File: src/logic/aif_pkg.sv
`default_nettype none
package aif_pkg;
    // result memory geometry
    localparam int AIF_CHANNELS = 8;
    localparam int AIF_CH_W     = 3;
    localparam int AIF_WORD_W   = 16;
    localparam int AIF_RAW_W    = 14;
    localparam int AIF_ADDR_W   = 8;
    localparam logic [AIF_ADDR_W-1:0] AIF_WIN_BYTES = 8'h10;

    // result word layout
    localparam int AIF_OV_BIT     = 0;
    localparam int AIF_F_BIT      = 1;
    localparam int AIF_A_BIT      = 2;
    localparam int AIF_VAL_LSB    = 3;
    localparam int AIF_UNUSED_BIT = 14;
    localparam int AIF_HI_POL_BIT = 7;
    localparam int AIF_SIGN_BIT   = 8 + AIF_HI_POL_BIT;
    localparam logic [AIF_WORD_W-1:0] AIF_WORD_RST = 16'h0000;

    // unit limits and offsets, 16-bit signed
    localparam logic signed [15:0] AIF_UNI_MAX  = 16'sh0fff;
    localparam logic signed [15:0] AIF_UNI_MIN  = 16'sh0000;
    localparam logic signed [15:0] AIF_BI_MAX   = 16'sh07ff;
    localparam logic signed [15:0] AIF_BI_MIN   = -16'sh0800;
    localparam logic signed [15:0] AIF_SM_MIN   = -16'sh07ff;
    localparam logic signed [15:0] AIF_OVR_MAX  = 16'sh0fff;
    localparam logic signed [15:0] AIF_OVR_MIN  = -16'sh0fff;
    localparam logic signed [15:0] AIF_LZ_OFS   = 16'sh0200;
    localparam logic signed [15:0] AIF_LZ_MAX   = 16'sh0a00;
    localparam logic signed [15:0] AIF_BIN_OFS  = 16'sh0800;

    // result encodings selected by the static format switch
    typedef enum logic [1:0] {
        AIF_FMT_TWOS = 2'h0,
        AIF_FMT_SMAG = 2'h1,
        AIF_FMT_BIN  = 2'h2
    } aif_fmt_e;

    // module start address in the peripheral area
    localparam logic [AIF_ADDR_W-1:0] AIF_BASE_MIN = 8'h80;
    function automatic logic [AIF_ADDR_W-1:0] aif_base_addr(input logic [2:0] sel);
        return AIF_BASE_MIN + {1'b0, sel, 4'h0};
    endfunction

    // controller register map, byte offsets
    localparam logic [7:0] AIF_REG_CMD    = 8'h00;
    localparam logic [7:0] AIF_REG_CFG    = 8'h04;
    localparam logic [7:0] AIF_REG_LIMIT  = 8'h08;
    localparam logic [7:0] AIF_REG_STATUS = 8'h0c;
    localparam logic [7:0] AIF_REG_RAW    = 8'h10;
    localparam logic [7:0] AIF_REG_VALUE  = 8'h14;
    localparam logic [7:0]  AIF_CFG_RST   = 8'h00;
    localparam logic [15:0] AIF_LIMIT_RST = 16'h0000;
    localparam logic [1:0]  AIF_RESP_OKAY   = 2'h0;
    localparam logic [1:0]  AIF_RESP_SLVERR = 2'h2;

    // read answer timeout
    localparam int AIF_CLK_PERIOD_NS = 50;
    localparam int AIF_RESP_TMO_NS   = 1000;
    localparam int AIF_RESP_TMO_CYC  =
        (AIF_RESP_TMO_NS + AIF_CLK_PERIOD_NS - 1) / AIF_CLK_PERIOD_NS;

    // controller sequencer
    typedef enum logic [1:0] {
        AIF_H_IDLE = 2'b01,
        AIF_H_WAIT = 2'b10
    } aif_hst_e;
endpackage
`default_nettype wire

File: src/logic/aif_bus_if.sv
`default_nettype none
interface aif_bus_if;
    logic        rd_req;
    logic [7:0]  rd_addr;
    logic        rd_ack;
    logic [15:0] rd_data;

    modport dev  (input rd_req, input rd_addr, output rd_ack, output rd_data);
    modport host (output rd_req, output rd_addr, input rd_ack, input rd_data);
endinterface
`default_nettype wire

File: src/logic/aif_host.sv
// Local design decisions: the AXI4-Lite register port and the address map.
`default_nettype none
module aif_host
    import aif_pkg::*;
#(
    parameter int TMO_CYC = aif_pkg::AIF_RESP_TMO_CYC
) (
    input  wire logic        clk_in,
    input  wire logic        reset_n_in,
    input  wire logic        ce_in,
    aif_bus_if.host          bus,
    input  wire logic [7:0]  s_axi_awaddr_in,
    input  wire logic        s_axi_awvalid_in,
    output logic             s_axi_awready_out,
    input  wire logic [31:0] s_axi_wdata_in,
    input  wire logic [3:0]  s_axi_wstrb_in,
    input  wire logic        s_axi_wvalid_in,
    output logic             s_axi_wready_out,
    output logic [1:0]       s_axi_bresp_out,
    output logic             s_axi_bvalid_out,
    input  wire logic        s_axi_bready_in,
    input  wire logic [7:0]  s_axi_araddr_in,
    input  wire logic        s_axi_arvalid_in,
    output logic             s_axi_arready_out,
    output logic [31:0]      s_axi_rdata_out,
    output logic [1:0]       s_axi_rresp_out,
    output logic             s_axi_rvalid_out,
    input  wire logic        s_axi_rready_in
);
    import aif_pkg::*;

    logic                  awready_ff;
    logic                  bvalid_ff;
    logic [1:0]            bresp_ff;
    logic                  arready_ff;
    logic                  rvalid_ff;
    logic [1:0]            rresp_ff;
    logic [31:0]           rdata_ff;
    logic [AIF_CH_W-1:0]   chan_ff;
    logic [7:0]            cfg_ff;
    logic [15:0]           limit_ff;
    logic [AIF_WORD_W-1:0] raw_ff;
    logic                  done_ff;
    logic                  tmo_ff;
    logic                  req_ff;
    logic [7:0]            addr_ff;
    logic [15:0]           cnt_ff;
    aif_hst_e              state_ff;

    // write channel: address and data taken together
    wire logic aw_go   = s_axi_awvalid_in && s_axi_wvalid_in && !awready_ff && !bvalid_ff;
    wire logic wr_fire = awready_ff && s_axi_awvalid_in && s_axi_wvalid_in;
    wire logic w_cmd   = (s_axi_awaddr_in == AIF_REG_CMD);
    wire logic w_cfg   = (s_axi_awaddr_in == AIF_REG_CFG);
    wire logic w_lim   = (s_axi_awaddr_in == AIF_REG_LIMIT);
    wire logic w_ok    = w_cmd || w_cfg || w_lim || (s_axi_awaddr_in == AIF_REG_STATUS) ||
                         (s_axi_awaddr_in == AIF_REG_RAW) || (s_axi_awaddr_in == AIF_REG_VALUE);
    wire logic idle    = (state_ff == AIF_H_IDLE);
    wire logic start   = wr_fire && w_cmd && s_axi_wstrb_in[0] && idle;

    // config fields
    wire logic [2:0] c_base = cfg_ff[2:0];
    wire logic [1:0] c_fmt  = cfg_ff[4:3];
    wire logic       c_bip  = cfg_ff[5];
    wire logic       c_lz   = cfg_ff[6];
    wire logic       c_simp = cfg_ff[7];

    // decode the stored word, status bits masked off
    wire logic [12:0] e     = raw_ff[AIF_WORD_W-1:AIF_VAL_LSB];
    wire logic [15:0] v_uni = {4'h0, e[11:0]};
    wire logic [15:0] v_tc  = c_simp ? {{5{e[12]}}, e[10:0]} : {{3{e[12]}}, e[12:0]};
    wire logic [15:0] v_sm  = e[12] ? 16'h0000 - v_uni : v_uni;
    wire logic [15:0] v_bin = v_uni - AIF_BIN_OFS;
    wire logic [15:0] v_sel = !c_bip ? v_uni : (c_fmt == AIF_FMT_BIN) ? v_bin :
                              (c_fmt == AIF_FMT_SMAG) ? v_sm : v_tc;
    wire logic [15:0] value = c_lz ? v_sel - AIF_LZ_OFS : v_sel;
    wire logic below = $signed(value) < $signed(limit_ff);

    // read channel
    wire logic ar_go   = s_axi_arvalid_in && !arready_ff && !rvalid_ff;
    wire logic rd_fire = arready_ff && s_axi_arvalid_in;
    wire logic [31:0] status = {25'h0, below, raw_ff[AIF_A_BIT], raw_ff[AIF_F_BIT],
                                raw_ff[AIF_OV_BIT], tmo_ff, done_ff, !idle};
    wire logic r_ok = (s_axi_araddr_in == AIF_REG_CMD) || (s_axi_araddr_in == AIF_REG_CFG) ||
                      (s_axi_araddr_in == AIF_REG_LIMIT) || (s_axi_araddr_in == AIF_REG_STATUS) ||
                      (s_axi_araddr_in == AIF_REG_RAW) || (s_axi_araddr_in == AIF_REG_VALUE);
    wire logic [31:0] rd_mux =
        (s_axi_araddr_in == AIF_REG_CMD)    ? {29'h0, chan_ff} :
        (s_axi_araddr_in == AIF_REG_CFG)    ? {24'h0, cfg_ff} :
        (s_axi_araddr_in == AIF_REG_LIMIT)  ? {16'h0, limit_ff} :
        (s_axi_araddr_in == AIF_REG_STATUS) ? status :
        (s_axi_araddr_in == AIF_REG_RAW)    ? {16'h0, raw_ff} :
        (s_axi_araddr_in == AIF_REG_VALUE)  ? {{16{value[15]}}, value} : 32'h0;

    // bus handshakes
    always_ff @(posedge clk_in or negedge reset_n_in) begin
        if (!reset_n_in) begin
            awready_ff <= 1'b0;
            bvalid_ff  <= 1'b0;
            bresp_ff   <= AIF_RESP_OKAY;
            arready_ff <= 1'b0;
            rvalid_ff  <= 1'b0;
            rresp_ff   <= AIF_RESP_OKAY;
            rdata_ff   <= 32'h0;
        end else if (ce_in) begin
            awready_ff <= aw_go;
            arready_ff <= ar_go;
            if (wr_fire) begin
                bvalid_ff <= 1'b1;
                bresp_ff  <= w_ok ? AIF_RESP_OKAY : AIF_RESP_SLVERR;
            end else if (s_axi_bready_in) begin
                bvalid_ff <= 1'b0;
            end
            if (rd_fire) begin
                rvalid_ff <= 1'b1;
                rresp_ff  <= r_ok ? AIF_RESP_OKAY : AIF_RESP_SLVERR;
                rdata_ff  <= rd_mux;
            end else if (s_axi_rready_in) begin
                rvalid_ff <= 1'b0;
            end
        end
    end

    // software registers
    always_ff @(posedge clk_in or negedge reset_n_in) begin
        if (!reset_n_in) begin
            chan_ff  <= '0;
            cfg_ff   <= AIF_CFG_RST;
            limit_ff <= AIF_LIMIT_RST;
        end else if (ce_in && wr_fire) begin
            if (start) chan_ff <= s_axi_wdata_in[AIF_CH_W-1:0];
            if (w_cfg && s_axi_wstrb_in[0]) cfg_ff <= s_axi_wdata_in[7:0];
            if (w_lim && s_axi_wstrb_in[0]) limit_ff[7:0] <= s_axi_wdata_in[7:0];
            if (w_lim && s_axi_wstrb_in[1]) limit_ff[15:8] <= s_axi_wdata_in[15:8];
        end
    end

    // read sequencer: one request, then wait for the answer or timeout
    always_ff @(posedge clk_in or negedge reset_n_in) begin
        if (!reset_n_in) begin
            state_ff <= AIF_H_IDLE;
            req_ff   <= 1'b0;
            addr_ff  <= 8'h00;
            cnt_ff   <= 16'h0000;
            raw_ff   <= AIF_WORD_RST;
            done_ff  <= 1'b0;
            tmo_ff   <= 1'b0;
        end else if (ce_in) begin
            unique case (state_ff)
                AIF_H_IDLE: begin
                    if (start) begin
                        req_ff   <= 1'b1;
                        addr_ff  <= aif_base_addr(c_base) +
                                    {4'h0, s_axi_wdata_in[AIF_CH_W-1:0], 1'b0};
                        cnt_ff   <= 16'h0000;
                        done_ff  <= 1'b0;
                        tmo_ff   <= 1'b0;
                        state_ff <= AIF_H_WAIT;
                    end
                end
                AIF_H_WAIT: begin
                    req_ff <= 1'b0;
                    if (bus.rd_ack) begin
                        raw_ff   <= bus.rd_data;
                        done_ff  <= 1'b1;
                        state_ff <= AIF_H_IDLE;
                    end else if (32'(cnt_ff) >= TMO_CYC - 1) begin
                        tmo_ff   <= 1'b1;
                        done_ff  <= 1'b1;
                        state_ff <= AIF_H_IDLE;
                    end else begin
                        cnt_ff <= cnt_ff + 16'h0001;
                    end
                end
            endcase
        end
    end

    assign bus.rd_req        = req_ff;
    assign bus.rd_addr       = addr_ff;
    assign s_axi_awready_out = awready_ff;
    assign s_axi_wready_out  = awready_ff;
    assign s_axi_bvalid_out  = bvalid_ff;
    assign s_axi_bresp_out   = bresp_ff;
    assign s_axi_arready_out = arready_ff;
    assign s_axi_rvalid_out  = rvalid_ff;
    assign s_axi_rresp_out   = rresp_ff;
    assign s_axi_rdata_out   = rdata_ff;
endmodule // aif_host
`default_nettype wire

File: src/flat_wrapper.sv
// flat-port wrapper written by rule: the top's interface ports become plain ports
module aif_host_flat import aif_pkg::*;
#(
    parameter int TMO_CYC = aif_pkg::AIF_RESP_TMO_CYC
)
  (clk_in, reset_n_in, ce_in, s_axi_awaddr_in, s_axi_awvalid_in, s_axi_awready_out, s_axi_wdata_in, s_axi_wstrb_in, s_axi_wvalid_in, s_axi_wready_out, s_axi_bresp_out, s_axi_bvalid_out, s_axi_bready_in, s_axi_araddr_in, s_axi_arvalid_in, s_axi_arready_out, s_axi_rdata_out, s_axi_rresp_out, s_axi_rvalid_out, s_axi_rready_in, bus_rd_req, bus_rd_addr, bus_rd_ack, bus_rd_data);
  aif_bus_if bus_i ();
  input  wire logic clk_in;
  input  wire logic reset_n_in;
  input  wire logic ce_in;
  input  wire logic [7:0] s_axi_awaddr_in;
  input  wire logic s_axi_awvalid_in;
  output logic s_axi_awready_out;
  input  wire logic [31:0] s_axi_wdata_in;
  input  wire logic [3:0] s_axi_wstrb_in;
  input  wire logic s_axi_wvalid_in;
  output logic s_axi_wready_out;
  output logic [1:0] s_axi_bresp_out;
  output logic s_axi_bvalid_out;
  input  wire logic s_axi_bready_in;
  input  wire logic [7:0] s_axi_araddr_in;
  input  wire logic s_axi_arvalid_in;
  output logic s_axi_arready_out;
  output logic [31:0] s_axi_rdata_out;
  output logic [1:0] s_axi_rresp_out;
  output logic s_axi_rvalid_out;
  input  wire logic s_axi_rready_in;
  output wire logic [$bits(bus_i.rd_req)-1:0] bus_rd_req;
  output wire logic [$bits(bus_i.rd_addr)-1:0] bus_rd_addr;
  input wire logic [$bits(bus_i.rd_ack)-1:0] bus_rd_ack;
  input wire logic [$bits(bus_i.rd_data)-1:0] bus_rd_data;
  assign bus_rd_req = bus_i.rd_req;
  assign bus_rd_addr = bus_i.rd_addr;
  assign bus_i.rd_ack = bus_rd_ack;
  assign bus_i.rd_data = bus_rd_data;
  aif_host #(.TMO_CYC(TMO_CYC)) u_core (.clk_in(clk_in), .reset_n_in(reset_n_in), .ce_in(ce_in), .bus(bus_i), .s_axi_awaddr_in(s_axi_awaddr_in), .s_axi_awvalid_in(s_axi_awvalid_in), .s_axi_awready_out(s_axi_awready_out), .s_axi_wdata_in(s_axi_wdata_in), .s_axi_wstrb_in(s_axi_wstrb_in), .s_axi_wvalid_in(s_axi_wvalid_in), .s_axi_wready_out(s_axi_wready_out), .s_axi_bresp_out(s_axi_bresp_out), .s_axi_bvalid_out(s_axi_bvalid_out), .s_axi_bready_in(s_axi_bready_in), .s_axi_araddr_in(s_axi_araddr_in), .s_axi_arvalid_in(s_axi_arvalid_in), .s_axi_arready_out(s_axi_arready_out), .s_axi_rdata_out(s_axi_rdata_out), .s_axi_rresp_out(s_axi_rresp_out), .s_axi_rvalid_out(s_axi_rvalid_out), .s_axi_rready_in(s_axi_rready_in));
endmodule
File: config.mk
export PLATFORM = sky130hd
export DESIGN_NAME = aif_host_flat
export DESIGN_NICKNAME = d
export VERILOG_FILES = /design/src/logic/aif_pkg.sv /design/src/logic/aif_bus_if.sv /design/src/logic/aif_host.sv /design/src/flat_wrapper.sv
export SDC_FILE = /design/constraint.sdc
export NUM_CORES = 1
export LEC_CHECK = 0
export BUFFER_PORTS_ARGS = -buffer_cell sky130_fd_sc_hd__buf_2
export CORE_MARGIN = 2
export CORE_UTILIZATION = 54
export DETAILED_ROUTE_END_ITERATION = 16
export PLACE_DENSITY = 0.83
export SLEW_MARGIN = 40
export SYNTH_ARGS = -nofsm -noshare
export SYNTH_HDL_FRONTEND = slang
export SYNTH_SLANG_ARGS = --single-unit
export TNS_END_PERCENT = 10
File: constraint.sdc
create_clock -name clk_in -period 3.8 [get_ports clk_in]
set_input_delay 0.57 -clock clk_in [delete_from_list [all_inputs] [get_ports clk_in]]
set_output_delay 0.57 -clock clk_in [all_outputs]
set_load 0.01 [all_outputs]
==> flow_summary.ini <==
[status]
outcome = finished, final reports clean

[sta]
fin_crit_sh = 0.927
fmax_mhz = 284
slew_violations = 0
fin_ws_ns = 0.278
worst_pin_slew_ns = 0.835
relSlewSlack = 0.442
skew_ns = 0.0174
timing.hold.ws_ns = 0.264
fin_crit_ns = 3.52
setup_viol = 0
finalHoldViolCount = 0

[worst_setup_path]
crit_slowest_cell = dfrtp_1
cp-end-kind = flop
cp_data_required_time_ns = 4.08
cp_cell_sequence = nor4_4, buf_4, nand4b_2, a311oi_2, nand2_1, a31oi_1, inv_1, ha_1, a21o_1, a2111oi_2, o211ai_1, a41oi_1, a2111oi_0, o21ai_0
reg2reg_from = u_core.raw_ff[5]$_DFFE_PN0P_
r2r_slack_ns = 0.28
worst_r2r_path_depth = 14
cpPeakStageDelay_ns = 0.50
worstSetupPathType = reg2reg
crit_fanout = 7
worstPathArrival_ns = 3.80
worst_setup_path_start_kind = flop
worst_r2r_endpoint = u_core.s_axi_rdata_out[6]$_DFFE_PN0P_

[clocking]
clkSinkCount = 94
clock_latency_ns = 0.37
cts_hold_buf = 0
ctsRootBufferMaster = clkbuf_8
cts_tree = built
cts_max_level = 3
numCtsBuffers = 9
clk_path_buf_depth = 2
cts.clk_slew.worst_paths_ns = 0.10

[placement]
dpl.hpwl_mm = 9.21
place.gp.congestion = 0.944
dp_slack_ns = 0.0228
port_buffers = 105

[die]
ios = 127
die_x_um = 102
fp.dieArea_sq_um = 10400
core.rowCount = 35
die-height_um = 102
start_util = 0.561
core-area_sq_um = 9280

[route]
wl_per_cell_um = 17.4
drtPass1Iterations = 5
wirelength_mm = 12.8
via_per_inst = 5.96
antenna_left = 0
drcViolationCount = 0
vias = 4392
first_iter_violations = 350

[yosys]
yosys.cell_count.top_type = dfrtp_1
synth_cell_types = 66
seq_area_frac_synth = 0.452
avgSynthCellArea_sq_um = 10.2
ys.flop_type = dfrtp_1
synth_cells = 510
synth_top_area_frac = 0.447
synth_top_cells_by_count = dfrtp_1 (93), nand2_1 (51), mux2_2 (43), inv_1 (34), a21oi_1 (24)
synth-edff-count = 0
async_reset_ff_frac = 1.00
yosys_register_bits = 94
synth_area_leader_cell = dfrtp_1
synth.area.top_cells = dfrtp_1 (45%), mux2_2 (9.3%), ha_1 (4.3%)
synthesis.area_sq_um = 5210
yosysWarnings = 0

[global_routing]
grt_pass1_vias = 4143
globalRouteOverflowTotal = 0
busiest_layer = met2
grt_pass1_wl_mm = 20.7
grt_max_degree = 95
grt.met1_usage = 0.356
grt_antenna_before_repair = 0
grtUsageMet3 = 0.0383
grtUsageMet2 = 0.409
grt.total_usage = 0.257

[finish]
diodes = 0
fillers = 747
nets = 698
drive_above_1_share = 0.322
area_growth_pct = 16.0

[worst_hold_path]
hold_class = in2async

[power_and_ir_drop]
p_per_area_nw_per_um2 = 495
power_uw = 2990
ir_worst_vdd_v = 0.000239
p_leak_uw = 0.00299

[job]
cap_violations = 0
## worst max-delay path, delay by kind of cell (launching register included)
kind                       cells  cell delay [ns]
AOI/OAI and AO/OA              8             1.85
adders and majority gates      1             0.30
buffers and inverters          2             0.28
DFF                            1             0.50
and+or+nand+nor                3             0.53
## cell type report
type	count	area, sq um	area share
repair buffers	116	617	0.102
clock buffers	10	128	0.0211
well taps	129	161	0.0267
clock inverters	6	115	0.0191
multi-input cells	348	2540	0.420
flip-flops and latches	94	2350	0.390
inverters	34	128	0.0211
## cell families after synthesis
family,Yosys count,synth area share
buffers and inverters,70,0.0661
multiplexers,46,0.101
flip-flops,94,0.452
XOR/XNOR,13,0.0219
AND/OR/NAND/NOR,158,0.162
other,1,0.000720
adder cells (fa/ha/maj),18,0.0432
AO/OA/AOI/OAI,110,0.153
## metrics by stage
stage	area (sq um)	setup TNS [ns]	utilization	instances
after floorplan	5220	0	-	512
after global placement	5760	0	0.620	719
after detailed placement	5760	0	0.620	719
after CTS	6020	0	0.648	737
after global routing	6040	-0.00132	0.651	737
final	6040	0	0.651	737
## cell usage in the layout, fill, tap and decap left out, types with 3 or more instances in the layout
cell / instances
a2111oi_0: 3
a21o_1: 6
a21oi_1: 24
a221o_1: 5
a221oi_1: 6
a22o_1: 8
a22oi_1: 4
a31oi_1: 5
a41oi_1: 3
and2_1: 11
and3_1: 4
and4_1: 3
buf_2: 104
buf_4: 11
bufinv_16: 3
clkbuf_8: 10
conb_1: 3
dfrtp_1: 92
ha_1: 18
inv_1: 34
mux2_2: 43
nand2_1: 51
nand2b_1: 6
nand3_1: 10
nand4_1: 10
nor2_1: 22
nor2b_1: 4
nor3_1: 11
nor4_1: 4
o211ai_1: 4
o21a_1: 5
o21ai_0: 16
o31ai_1: 5
or2_2: 3
or3_1: 3
xnor2_1: 4
xor2_1: 9
## state kept, by name, indices dropped and copies added, names as in the netlist
name                      cells
u_core.bus.rd_addr            7
u_core.bus.rd_req             1
u_core.cfg_ff                 8
u_core.chan_ff                3
u_core.cnt_ff                16
u_core.done_ff                1
u_core.limit_ff              16
u_core.raw_ff                16
u_core.s_axi_arready_out      1
u_core.s_axi_awready_out      1
u_core.s_axi_bresp_out        1
u_core.s_axi_bvalid_out       1
u_core.s_axi_rdata_out       17
u_core.s_axi_rresp_out        1
u_core.s_axi_rvalid_out       1
u_core.state_ff               2
u_core.tmo_ff                 1
## what timing repair did
item,CTS,global route
setup endpoints to repair,1,1
pin swaps,1,0
setup buffers,2,0
resized for setup,0,5
## how the worst max path moves through the flow
stage,start,to,slack [ns],cells past startpoint
2_1_floorplan,u_core.raw_ff[7]$_DFFE_PN0P_,u_core.s_axi_rdata_out[6]$_DFFE_PN0P_,0.40,14
6_report,u_core.raw_ff[5]$_DFFE_PN0P_,u_core.s_axi_rdata_out[6]$_DFFE_PN0P_,0.28,14
4_1_cts,u_core.raw_ff[12]$_DFFE_PN0P_,u_core.s_axi_rdata_out[6]$_DFFE_PN0P_,0.08,13
3_3_place_gp,u_core.raw_ff[7]$_DFFE_PN0P_,u_core.s_axi_rdata_out[6]$_DFFE_PN0P_,0.17,14
5_1_grt,u_core.raw_ff[5]$_DFFE_PN0P_,u_core.s_axi_rdata_out[6]$_DFFE_PN0P_,-0.001,14
3_5_place_dp,u_core.raw_ff[7]$_DFFE_PN0P_,u_core.s_axi_rdata_out[6]$_DFFE_PN0P_,0.02,13
## layer usage
layer,vias to the layer above,share of wire
met4,0,0.030
met2,208,0.47
li1,2012,-
met3,37,0.060
met1,2135,0.44
met5,-,0
## power breakdown
group	leakage [uW]	switching (uW)	internal [uW]
registers	0.00125	210	1140
clock network	0.000117	367	442
logic	0.00162	435	395
total	0.00299	1010	1980
No activity file was read; power rests on OpenSTA's default activity.
